`src/mccr_pkg.sv`:
```
/*
  Constants for the master control and configuration register pair:
  register offsets, bit positions, reset values and bandgap encodings.
  Assumes an 8-bit register port with 8-bit addresses.
*/
package mccr_pkg;
  localparam logic [7:0] MCCR_ADDR_CONTROL = 8'hA0;
  localparam logic [7:0] MCCR_ADDR_CONFIG = 8'hA1;
  localparam logic [7:0] MCCR_RESET_VALUE = 8'h00;
  localparam int MCCR_BIT_LF_BYPASS = 7;
  localparam int MCCR_BIT_STATUS_CLEAR = 6;
  localparam int MCCR_BIT_ADDR_INVERT = 5;
  localparam int MCCR_BIT_OSC_DISABLE = 4;
  localparam int MCCR_BIT_SRAM_DISABLE = 3;
  localparam int MCCR_BIT_CLK_OVERRIDE = 2;
  localparam int MCCR_BIT_MEM_RESET = 1;
  localparam int MCCR_BIT_LCD_ENABLE = 0;
  localparam int MCCR_BIT_BG_HI = 7;
  localparam int MCCR_BIT_BG_LO = 6;
  localparam int MCCR_BIT_CP_BYPASS = 0;
  localparam logic [7:0] MCCR_CONFIG_WMASK = 8'hC1;
  localparam logic [7:0] MCCR_CONTROL_WMASK = 8'hBD;
  localparam logic [2:0] MCCR_WAKE_NONE = 3'h0;
  localparam int MCCR_WAKE_OSC_FAIL = 2;
  localparam int MCCR_WAKE_ALARM = 1;
  localparam int MCCR_WAKE_PORTMATCH = 0;
  localparam int MCCR_MEM_DEPTH = 16;
  localparam logic [7:0] MCCR_MEM_CLEAR = 8'h00;

  typedef enum logic [1:0] {
    MCCR_BG_NORMAL = 2'b00,
    MCCR_BG_RESERVED = 2'b01,
    MCCR_BG_LOW_LOOSE = 2'b10,
    MCCR_BG_LOW_TIGHT = 2'b11
  } mccr_bg_mode_t;
endpackage : mccr_pkg

```
`src/mccr_lowpower_mem.sv`:
```
/*
  Low-power memory kept beside the control registers: sixteen bytes that
  hold port-match masks and display data, with a one-cycle bulk clear.
  Assumes one synchronous write port and a registered read port.
*/
`timescale 1ns/1ns
module mccr_lowpower_mem
  import mccr_pkg::*;
#(
  parameter int DEPTH = MCCR_MEM_DEPTH,
  parameter int AW = $clog2(DEPTH)
)
(
  // Clock and reset
  input wire logic clk,
  input wire logic reset_n,
  // Access port
  input wire logic wrEn,
  input wire logic [AW-1:0] addr,
  input wire logic [7:0] wrData,
  output logic [7:0] rdData,
  // Bulk clear
  input wire logic clearAll
);
  logic [7:0] mem_q [DEPTH];
  logic [7:0] mem_d [DEPTH];
  logic [7:0] rdData_d;

  always_comb
  begin
    for (int i = 0; i < DEPTH; i++)
    begin
      mem_d[i] = mem_q[i];
    end
    if (clearAll)
    begin
      for (int i = 0; i < DEPTH; i++)
      begin
        mem_d[i] = MCCR_MEM_CLEAR;
      end
    end
    else if (wrEn)
    begin
      mem_d[addr] = wrData;
    end
    rdData_d = mem_q[addr];
  end

  always_ff @(posedge clk)
  begin
    if (!reset_n)
    begin
      for (int i = 0; i < DEPTH; i++)
      begin
        mem_q[i] <= MCCR_MEM_CLEAR;
      end
      rdData <= MCCR_MEM_CLEAR;
    end
    else
    begin
      mem_q <= mem_d;
      rdData <= rdData_d;
    end
  end
endmodule : mccr_lowpower_mem

```
`src/mccr_master_regs.sv`:
```
/*
  Master control and master configuration registers, with the wake-up
  source status flags they clear and the low-power memory they reset.
  Assumes a simple synchronous 8-bit register port driven by the serial
  host port decoder, and wake events as one-cycle pulses.
*/
`timescale 1ns/1ns
module mccr_master_regs
  import mccr_pkg::*;
#(
  parameter int SRAM_AW = 16
)
(
  // Clock and reset
  input wire logic clk,
  input wire logic reset_n,
  // Register port from the serial host decoder
  input wire logic regWrite,
  input wire logic regRead,
  input wire logic [7:0] regAddr,
  input wire logic [7:0] regWrData,
  output logic [7:0] regRdData,
  // Low-power memory port from the host decoder
  input wire logic memWrite,
  input wire logic [3:0] memAddr,
  input wire logic [7:0] memWrData,
  output logic [7:0] memRdData,
  // Wake-up source events
  input wire logic oscFailEvent,
  input wire logic alarmEvent,
  input wire logic portmatchEvent,
  output logic [2:0] wakeupSourceStatus,
  // Clock steering
  input wire logic lfOscClk,
  input wire logic extClkPin,
  input wire logic [1:0] clockSelect,
  output logic lfClkFromPin,
  output logic lfOscGate,
  output logic sysclkFromPin,
  output logic [1:0] sysclkSource,
  // SRAM address path
  input wire logic [SRAM_AW-1:0] sramAddrIn,
  output logic [SRAM_AW-1:0] sramAddrOut,
  output logic sramEnable,
  // Analog and display controls
  output logic lcdEnable,
  output logic [1:0] bandgapMode,
  output logic chargePumpEnable,
  output logic lcdSupplyFromMain
);
  logic [7:0] control_q, control_d;
  logic [7:0] config_q, config_d;
  logic [2:0] status_q, status_d;
  logic [7:0] rd_d;
  logic [SRAM_AW-1:0] sramAddr_d;
  logic ctlWr, cfgWr, statusClear, memClear;
  logic lfClkFromPin_d, lfOscGate_d, sysclkFromPin_d, sramEnable_d;
  logic lcdEnable_d, chargePumpEnable_d, lcdSupplyFromMain_d;
  logic [1:0] sysclkSource_d, bandgapMode_d;

  function automatic logic hit(input logic [7:0] a, input logic [7:0] off);
    hit = (a == off);
  endfunction : hit

  assign ctlWr = regWrite && hit(regAddr, MCCR_ADDR_CONTROL);
  assign cfgWr = regWrite && hit(regAddr, MCCR_ADDR_CONFIG);
  // Strobes fire only on a written one; a written zero does nothing.
  assign statusClear = ctlWr && regWrData[MCCR_BIT_STATUS_CLEAR];
  assign memClear = ctlWr && regWrData[MCCR_BIT_MEM_RESET];

  mccr_lowpower_mem u_mem (
    .clk(clk),
    .reset_n(reset_n),
    .wrEn(memWrite),
    .addr(memAddr),
    .wrData(memWrData),
    .rdData(memRdData),
    .clearAll(memClear)
  );

  always_comb
  begin
    control_d = control_q;
    config_d = config_q;
    status_d = status_q;
    if (ctlWr)
    begin
      // Strobe bits are never stored, so they read back as zero.
      control_d = regWrData & MCCR_CONTROL_WMASK;
    end
    if (cfgWr)
    begin
      // Reserved bits are not stored and read as zero.
      config_d = regWrData & MCCR_CONFIG_WMASK;
    end
    if (statusClear)
    begin
      status_d = MCCR_WAKE_NONE;
    end
    // An event in the clearing cycle must survive, so set wins.
    status_d[MCCR_WAKE_OSC_FAIL] = status_d[MCCR_WAKE_OSC_FAIL]
      | oscFailEvent;
    status_d[MCCR_WAKE_ALARM] = status_d[MCCR_WAKE_ALARM] | alarmEvent;
    status_d[MCCR_WAKE_PORTMATCH] = status_d[MCCR_WAKE_PORTMATCH]
      | portmatchEvent;
    rd_d = regRdData;
    if (regRead)
    begin
      if (hit(regAddr, MCCR_ADDR_CONTROL))
      begin
        rd_d = control_q;
      end
      else if (hit(regAddr, MCCR_ADDR_CONFIG))
      begin
        rd_d = config_q;
      end
      else
      begin
        rd_d = 8'h00;
      end
    end
    sramAddr_d = sramAddrIn;
    if (control_q[MCCR_BIT_ADDR_INVERT])
    begin
      sramAddr_d[7:0] = ~sramAddrIn[7:0];
    end
    lfClkFromPin_d = control_q[MCCR_BIT_LF_BYPASS];
    // The oscillator is gated off whenever it is disabled or bypassed.
    lfOscGate_d = ~control_q[MCCR_BIT_OSC_DISABLE]
      & ~control_q[MCCR_BIT_LF_BYPASS];
    sysclkFromPin_d = control_q[MCCR_BIT_CLK_OVERRIDE];
    sysclkSource_d = control_q[MCCR_BIT_CLK_OVERRIDE] ? 2'h0
      : clockSelect;
    sramEnable_d = ~control_q[MCCR_BIT_SRAM_DISABLE];
    lcdEnable_d = control_q[MCCR_BIT_LCD_ENABLE];
    bandgapMode_d = config_q[MCCR_BIT_BG_HI:MCCR_BIT_BG_LO];
    chargePumpEnable_d = ~config_q[MCCR_BIT_CP_BYPASS];
    lcdSupplyFromMain_d = config_q[MCCR_BIT_CP_BYPASS];
  end

  always_ff @(posedge clk)
  begin
    if (!reset_n)
    begin
      control_q <= MCCR_RESET_VALUE;
      config_q <= MCCR_RESET_VALUE;
      status_q <= MCCR_WAKE_NONE;
      regRdData <= 8'h00;
      sramAddrOut <= '0;
      wakeupSourceStatus <= MCCR_WAKE_NONE;
      lfClkFromPin <= 1'b0;
      lfOscGate <= 1'b1;
      sysclkFromPin <= 1'b0;
      sysclkSource <= 2'h0;
      sramEnable <= 1'b1;
      lcdEnable <= 1'b0;
      bandgapMode <= MCCR_BG_NORMAL;
      chargePumpEnable <= 1'b1;
      lcdSupplyFromMain <= 1'b0;
    end
    else
    begin
      control_q <= control_d;
      config_q <= config_d;
      status_q <= status_d;
      regRdData <= rd_d;
      sramAddrOut <= sramAddr_d;
      wakeupSourceStatus <= status_q;
      lfClkFromPin <= lfClkFromPin_d;
      lfOscGate <= lfOscGate_d;
      sysclkFromPin <= sysclkFromPin_d;
      sysclkSource <= sysclkSource_d;
      sramEnable <= sramEnable_d;
      lcdEnable <= lcdEnable_d;
      bandgapMode <= bandgapMode_d;
      chargePumpEnable <= chargePumpEnable_d;
      lcdSupplyFromMain <= lcdSupplyFromMain_d;
    end
  end

  AST_STATUS_CLEAR: assert property (@(posedge clk) disable iff (!reset_n)
    statusClear && !oscFailEvent && !alarmEvent && !portmatchEvent
    |=> status_q == MCCR_WAKE_NONE ##1 wakeupSourceStatus == MCCR_WAKE_NONE)
    else $error("status not cleared");
  AST_SET_WINS: assert property (@(posedge clk) disable iff (!reset_n)
    alarmEvent |=> status_q[MCCR_WAKE_ALARM])
    else $error("alarm event lost");
  AST_STROBE_ZERO: assert property (@(posedge clk) disable iff (!reset_n)
    control_q[MCCR_BIT_STATUS_CLEAR] == 1'b0
    && control_q[MCCR_BIT_MEM_RESET] == 1'b0)
    else $error("strobe bit stored");
  AST_ADDR_INVERT: assert property (@(posedge clk) disable iff (!reset_n)
    control_q[MCCR_BIT_ADDR_INVERT]
    |=> sramAddrOut[7:0] == ~$past(sramAddrIn[7:0]))
    else $error("address not inverted");
  AST_SRAM_EN: assert property (@(posedge clk) disable iff (!reset_n)
    ctlWr |=> ##1 sramEnable == !$past(regWrData[MCCR_BIT_SRAM_DISABLE], 2))
    else $error("sram enable wrong");
  AST_MEM_CLEAR: assert property (@(posedge clk) disable iff (!reset_n)
    memClear |=> ##1 memRdData == MCCR_MEM_CLEAR)
    else $error("memory not cleared");
  AST_LCD_EN: assert property (@(posedge clk) disable iff (!reset_n)
    ctlWr |=> ##1 lcdEnable == $past(regWrData[MCCR_BIT_LCD_ENABLE], 2))
    else $error("lcd enable wrong");
  AST_CFG_RESERVED: assert property (@(posedge clk) disable iff (!reset_n)
    cfgWr |=> config_q[5:1] == 5'h00
    ##1 bandgapMode == $past(regWrData[7:6], 2))
    else $error("config write wrong");
  AST_OSC_GATE: assert property (@(posedge clk) disable iff (!reset_n)
    control_q[MCCR_BIT_OSC_DISABLE] |=> !lfOscGate)
    else $error("oscillator not gated");
  AST_CLK_OVR: assert property (@(posedge clk) disable iff (!reset_n)
    control_q[MCCR_BIT_CLK_OVERRIDE] |=> sysclkFromPin && sysclkSource == 2'h0)
    else $error("override ignored");
  AST_CP_BYP: assert property (@(posedge clk) disable iff (!reset_n)
    config_q[MCCR_BIT_CP_BYPASS] |=> !chargePumpEnable && lcdSupplyFromMain)
    else $error("pump not bypassed");
  AST_LF_BYP: assert property (@(posedge clk) disable iff (!reset_n)
    control_q[MCCR_BIT_LF_BYPASS] |=> lfClkFromPin)
    else $error("bypass ignored");
endmodule : mccr_master_regs

```
`config.mk`:
```
export PLATFORM = sky130hd
export DESIGN_NAME = mccr_master_regs
export DESIGN_NICKNAME = d
export VERILOG_FILES = /design/src/mccr_pkg.sv /design/src/mccr_lowpower_mem.sv /design/src/mccr_master_regs.sv
export SDC_FILE = /design/constraint.sdc
export NUM_CORES = 1
export LEC_CHECK = 0
export BUFFER_PORTS_ARGS = -buffer_cell sky130_fd_sc_hd__buf_2
export CAP_MARGIN = 30
export CORE_MARGIN = 4
export CORE_UTILIZATION = 43
export CTS_CLUSTER_SIZE = 8
export DETAILED_ROUTE_END_ITERATION = 8
export GPL_TIMING_DRIVEN = 0
export SLEW_MARGIN = 40
export SYNTH_ARGS = -nofsm -noshare
export SYNTH_HDL_FRONTEND = slang
export SYNTH_HIERARCHICAL = 1
export SYNTH_SLANG_ARGS = --single-unit
export TNS_END_PERCENT = 5
```
`constraint.sdc`:
```
create_clock -name clk -period 5.1 [get_ports clk]
set_input_delay 0.51 -clock clk [delete_from_list [all_inputs] [get_ports clk]]
set_output_delay 0.51 -clock clk [all_outputs]
set_load 0.03 [all_outputs]
```
==> results of run 1 <==
synthesized netlist by cell type (9+ instances only):
library cell	count	area share [%]
dfxtp_1	185	48
nand2_1	120	5.9
o21ai_0	100	6.5
a21oi_1	99	6.5
clkbuf_1	51	2.5
nor2_1	49	2.4
mux2i_1	38	5.0
mux2_2	26	3.8
and2_1	15	1.2
mux4_2	14	4.1
o31ai_1	11	1.1
mux4_1	10	3.4
buf_2	9	0.59
nor2b_1	9	0.74
through the flow:
stage	total power, mW	instances	cell area, µm²
after global routing	3.170	1169	9022
after floorplan	1.659	815	7656
after detailed placement	1.759	1137	8423
after CTS	3.087	1169	9022
final	3.061	1169	9022
after global placement	1.757	1137	8423
metal layers:
layer | wire length, µm | share of wire, %
met5 | 0 | 0
met4 | 371 | 1.7
met3 | 1797 | 8.3
met2 | 9257 | 43
met1 | 10110 | 47
power groups by stage:
stage	clock (mW)	combinational, mW	sequential, mW
3_5_place_dp	0	0.247	1.51
5_1_grt	1.42	0.268	1.48
3_3_place_gp	0	0.246	1.51
6_report	1.33	0.248	1.48
4_1_cts	1.36	0.247	1.48
2_1_floorplan	0	0.127	1.53
layout make-up:
| class | instances | area [µm²] |
|---|---|---|
| clock inverter | 13 | 146.4 |
| sequential | 185 | 3704 |
| clock buffer | 19 | 452.9 |
| timing repair buffer | 97 | 485.5 |
| tap | 225 | 281.5 |
| fill | 1632 | 8334 |
| multi-input combinational | 556 | 3621 |
| inverter | 7 | 26.28 |
| buffer | 67 | 305.3 |
state kept, by name, indices dropped and copies added, names as in the netlist, 2 cells and up:
signal,flops
u_mem/rdData,8
wakeupSourceStatus,3
sysclkSource,2
status_q,3
bandgapMode,2
config_q,3
control_q,6
regRdData,7
sramAddrOut,16
u_mem/mem_q,128
worst max-delay path: stages:
cell      delay, ps
buf_2           100
or3_4           370
buf_6           150
nor3_4          360
and2_1          190
nand2b_1        160
clkbuf_1        460
clkbuf_1        590
nor2_1          100
worst min path at each step:
stage,startpoint,end,slack [ps],cells past startpoint
after floorplan,control_q[3],sramEnable,370,1
after global placement,control_q[3],sramEnable,400,1
after detailed placement,control_q[3],sramEnable,390,1
after CTS,sramAddrIn[15],sramAddrOut[15],260,2
after global routing,sramAddrIn[12],sramAddrOut[12],260,2
final,sramAddrIn[15],sramAddrOut[15],270,2
logic make-up after synthesis:
kind of cell | synth area share, %
DFF | 48.37
AOI/OAI and AO/OA | 15.64
xor gates and xnor gates | 0.9152
muxes | 16.34
and+or+nand+nor | 14.35
buffers and inverters | 4.331
other | 0.04898
placed cells by master (no fill, tap or decap), types with 4 or more instances in the layout:
cell type	netlist	routed
a21oi_1	99	99
a22o_1	4	4
and2_1	15	15
and3_1	5	5
buf_2	9	106
buf_6	5	5
clkbuf_1	51	51
clkbuf_16	0	17
clkinv_4	0	4
clkinvlp_4	0	4
dfxtp_1	185	185
inv_1	7	7
mux2_2	26	26
mux2i_1	38	38
mux4_1	10	10
mux4_2	14	14
nand2_1	120	120
nand2b_1	8	8
nor2_1	49	49
nor2_2	4	4
nor2b_1	9	9
o21ai_0	100	100
o22ai_1	8	8
o31ai_1	11	11
xnor2_1	8	8
==> flow_summary.ini, run 1 <==
[outcome]
outcome = finished, final reports clean

[synth]
ys_ff_latch = 185
seq_area_frac_synth_pct = 48.37
synth_nets = 871
synth.avg_cell_area_um2 = 9.394
ys_types = 41
synth_area_um2 = 7656
ys_warn_count = 6
synth_edf_count = 0
synth_ff_type = dfxtp_1
syn_inst = 815
synthArstFlopShare_pct = 0

[detailed_routing]
wire_per_inst_um = 18.43
vias_per_cell = 5.379
antenna_left = 0
vias = 6288
drtIter0Drc = 492
drcViolationCount = 0
dr.pass1.iters = 7
wirelength_um = 21540

[floorplan]
start_util_pct = 44.11
coreArea_um2 = 17360
die_y_um = 141.4
core.rowCount = 48
io_pins = 102
dieArea_um2 = 20000
die_w_um = 141.4

[worst_setup_path]
worstPathMaxFanout = 10
rrSetupSlack_ps = 3620
critPathRequiredTime_ps = 5400
r2r_start = u_mem/mem_q[98]
rr_worst_depth = 4
criticalPathCategory = input port to flip-flop
end_kind = flip-flop
critPathArrivalTime_ps = 3000
r2r-end = u_mem/rdData[2]
cp-start-kind = input port
endpoint = u_mem/mem_q[89]
crit_start = regAddr[3]

[grt]
met2_usage_pct = 32.05
top_usage_layer = met2
grt_pass1_vias = 6032
grt_use_met1_pct = 31.57
grt_use_total_pct = 21.93
overflow = 0
grt_use_met3_pct = 6.134
antenna_found_initial = 0
grt_first_pass_wirelength_um = 33830
grt_start_max_net_pins = 17

[clock_network]
clk_pin_slew_ps = 70
cts_sinks = 185
tritoncts = done
holdBufCountCts = 0
cts_setup_buffers = 0
cts_max_level = 4
clock_path_buffers = 2
root_buffer = clkbuf_16
worstSkewPairLatency_ps = 440
cts-buffers-inserted = 17
cts_resized = 0

[finish]
utilization_pct = 51.98
finish.net_count = 987
drive_gt1_share_pct = 20.87
syn_to_final_growth_pct = 17.85
antenna_cells = 0

[sta]
setup_tns_ps = 0
post-route-min-period_ps = 2704
fin_ws_ps = 2396
setup_violations = 0
timing.fmax_ghz = 0.3699
fin_skew_ps = 8.359
maxSlewViolCount = 0
whs_ps = 271.7
hold_viol_final = 0
fin_crit_sh_pct = 53.01
worstMarginPinSlew_ps = 791.3
relSlewSlack_pct = 47.24
rsz0062_at_grt = false

[power_and_ir_drop]
swShare_pct = 24.82
power_density_nw_per_um2 = 339.3
pwr-share-comb_pct = 8.1
seq_power_share_pct = 48.3
power_leakage_nw = 3.661
p_clk_share_pct = 43.6
p_switching_uw = 759.7
power.internal_mw = 2.302
ir_worst_vdd_mv = 0.2536

[placed_design]
port_buffers = 97
dp_slack_ps = 1989
gp_congestion = 0.8584
place.detailed.hpwl_um = 15060

[worst_hold_path]
hp-class = input port to flip-flop

[run]
cap_viol_max_count = 0
(Power assumes the default switching activity.)
==> inputs of run 2 (changes only) <==
clock period = 2.3 ns   (was 5.1 ns; I/O delays follow)
==> run 2 against run 1 <==
  * Cell count is 0.51% higher
  * Combinational power is 130% higher
  * Non-clock buffer count is 6 higher
  * Clock-buffer cell count stayed put
  * Sequential cell count stayed put
  * Total power is 120% higher
  * Critical path depth stayed put
  * First-iteration DRC count is 7.9% lower
==> flow_summary.ini, run 2 (synthesis results as in run 1) <==
[detailed_routing]
wirelength_um = 21630
antenna_left = 0
vias = 6333
drcViolationCount = 0
drtIter0Drc = 453
dr.pass1.iters = 5
wire_per_inst_um = 18.41
vias_per_cell = 5.390

[sta]
hold_viol_final = 0
post-route-min-period_ps = 2300
maxSlewViolCount = 0
rsz0062_at_grt = true
worstMarginPinSlew_ps = 820.6
fin_skew_ps = 7.560
timing.fmax_ghz = 0.4348
setup_violations = 0
relSlewSlack_pct = 45.29
fin_crit_sh_pct = 99.99
whs_ps = 10.25

[finish]
drive_gt1_share_pct = 21.37
regMostFlops = u_mem/mem_q
antenna_cells = 0
multi_input_area_um2 = 3621
fill_cells = 1624
seq_area_um2 = 3704
top_regs = u_mem/mem_q: 128 flops, sramAddrOut: 16 flops, u_mem/rdData: 8 flops
finish.net_count = 993
final_common_cell = dfxtp_1
layout_common_cells = 185 x dfxtp_1, 120 x nand2_1, 106 x buf_2, 100 x o21ai_0, 99 x a21oi_1
syn_to_final_growth_pct = 18.73
largest_reg_flops = 128

[outcome]
outcome = finished, final reports clean

[clock_network]
clock_path_buffers = 2
cts_sinks = 185
root_buffer = clkbuf_16
worstSkewPairLatency_ps = 440
cts-buffers-inserted = 17
tritoncts = done
cts_max_level = 4
clk_pin_slew_ps = 60

[worst_setup_path]
worstPathMaxFanout = 10
cp-start-kind = input port
critPathArrivalTime_ps = 2600
critPathRequiredTime_ps = 2600
criticalPathCategory = input port to flip-flop
end_kind = flip-flop

[floorplan]
dieArea_um2 = 20000
start_util_pct = 44.11
core.rowCount = 48
io_pins = 102
coreArea_um2 = 17360
die_y_um = 141.4
die_w_um = 141.4

[placed_design]
gp_congestion = 0.8584
place.detailed.hpwl_um = 15060
port_buffers = 97

[power_and_ir_drop]
total_power_mw = 6.796
power_density_nw_per_um2 = 747.6
power_leakage_nw = 3.704
ir_worst_vdd_mv = 0.5587

[grt]
grt_start_max_net_pins = 17
overflow = 0
grt_first_pass_wirelength_um = 33960
grt_pass1_vias = 6072
grt_use_total_pct = 22.01
antenna_found_initial = 0

[run]
cap_viol_max_count = 0

[worst_hold_path]
hp-class = input port to flip-flop
run 2: changes by cell type in the layout (fill, tap and decap cells not counted):
cell | before | now
buf_1 | 0 | 1
clkbuf_1 | 51 | 44
clkbuf_2 | 1 | 7
dlygate4sd3_1 | 0 | 6
run 2: area by class of cell:
cell class                      instances  share of cell area [%]
Tap cell                              225                   3.097
Timing Repair Buffer                  103                   6.001
Buffer                                 67                   3.441
Clock inverter                         13                   1.610
Multi-Input combinational cell        556                   39.83
Clock buffer                           19                   4.983
Sequential cell                       185                   40.74
Inverter                                7                  0.2891
run 2: worst paths after layout:
kind	slack, ps	endpoint	startpoint	cells after the start
setup / recovery	0.1	u_mem/mem_q[110]	regAddr[3]	9
setup reg to reg	800	u_mem/rdData[2]	u_mem/mem_q[98]	4
hold / removal	10	sramAddrOut[9]	sramAddrIn[9]	2
hold reg to reg	410	sramEnable	control_q[3]	1
run 2: metal layers:
layer	GRT usage [%]	part of all wire, %	vias up
li1	-	-	3084
met1	31.53	46	2994
met2	32.33	44	227
met3	6.202	8.3	28
met4	6.818	1.7	0
met5	0	0	-
run 2: through the flow:
step	instances	utilization [%]	area, µm²	setup TNS (ps)	worst slack (ps)
global placement	1137	48.53	8423	-50540	-516.5
floorplan	815	-	7656	0	267.2
detailed placement	1137	48.53	8423	-46790	-530.9
global route	1175	52.37	9090	-4414	-135.6
finish	1175	52.37	9090	0	0.1259
CTS	1175	52.34	9085	0	1.796
run 2: critical path: stages:
cell and delay [ps]:
buf_2 100, or3_4 370, buf_6 150, nor3_4 360, and2_1 190, nand2b_1 150
clkbuf_1 460, clkbuf_1 480, nor2_1 100
run 2: repair_timing:
action,CTS,global route
endpoints found under the hold margin,6,0
hold buffers,6,0
setup buffers,0,0
setup endpoints to repair,17,110
resized for setup,2,9
gates cloned,0,0
run 2: power by group:
| group | switching (mW) | total (mW) | internal (mW) |
|---|---|---|---|
| Clock | 1.29 | 2.96 | 1.67 |
| Combinational | 0.374 | 0.559 | 0.185 |
| Sequential | 0.0207 | 3.28 | 3.26 |
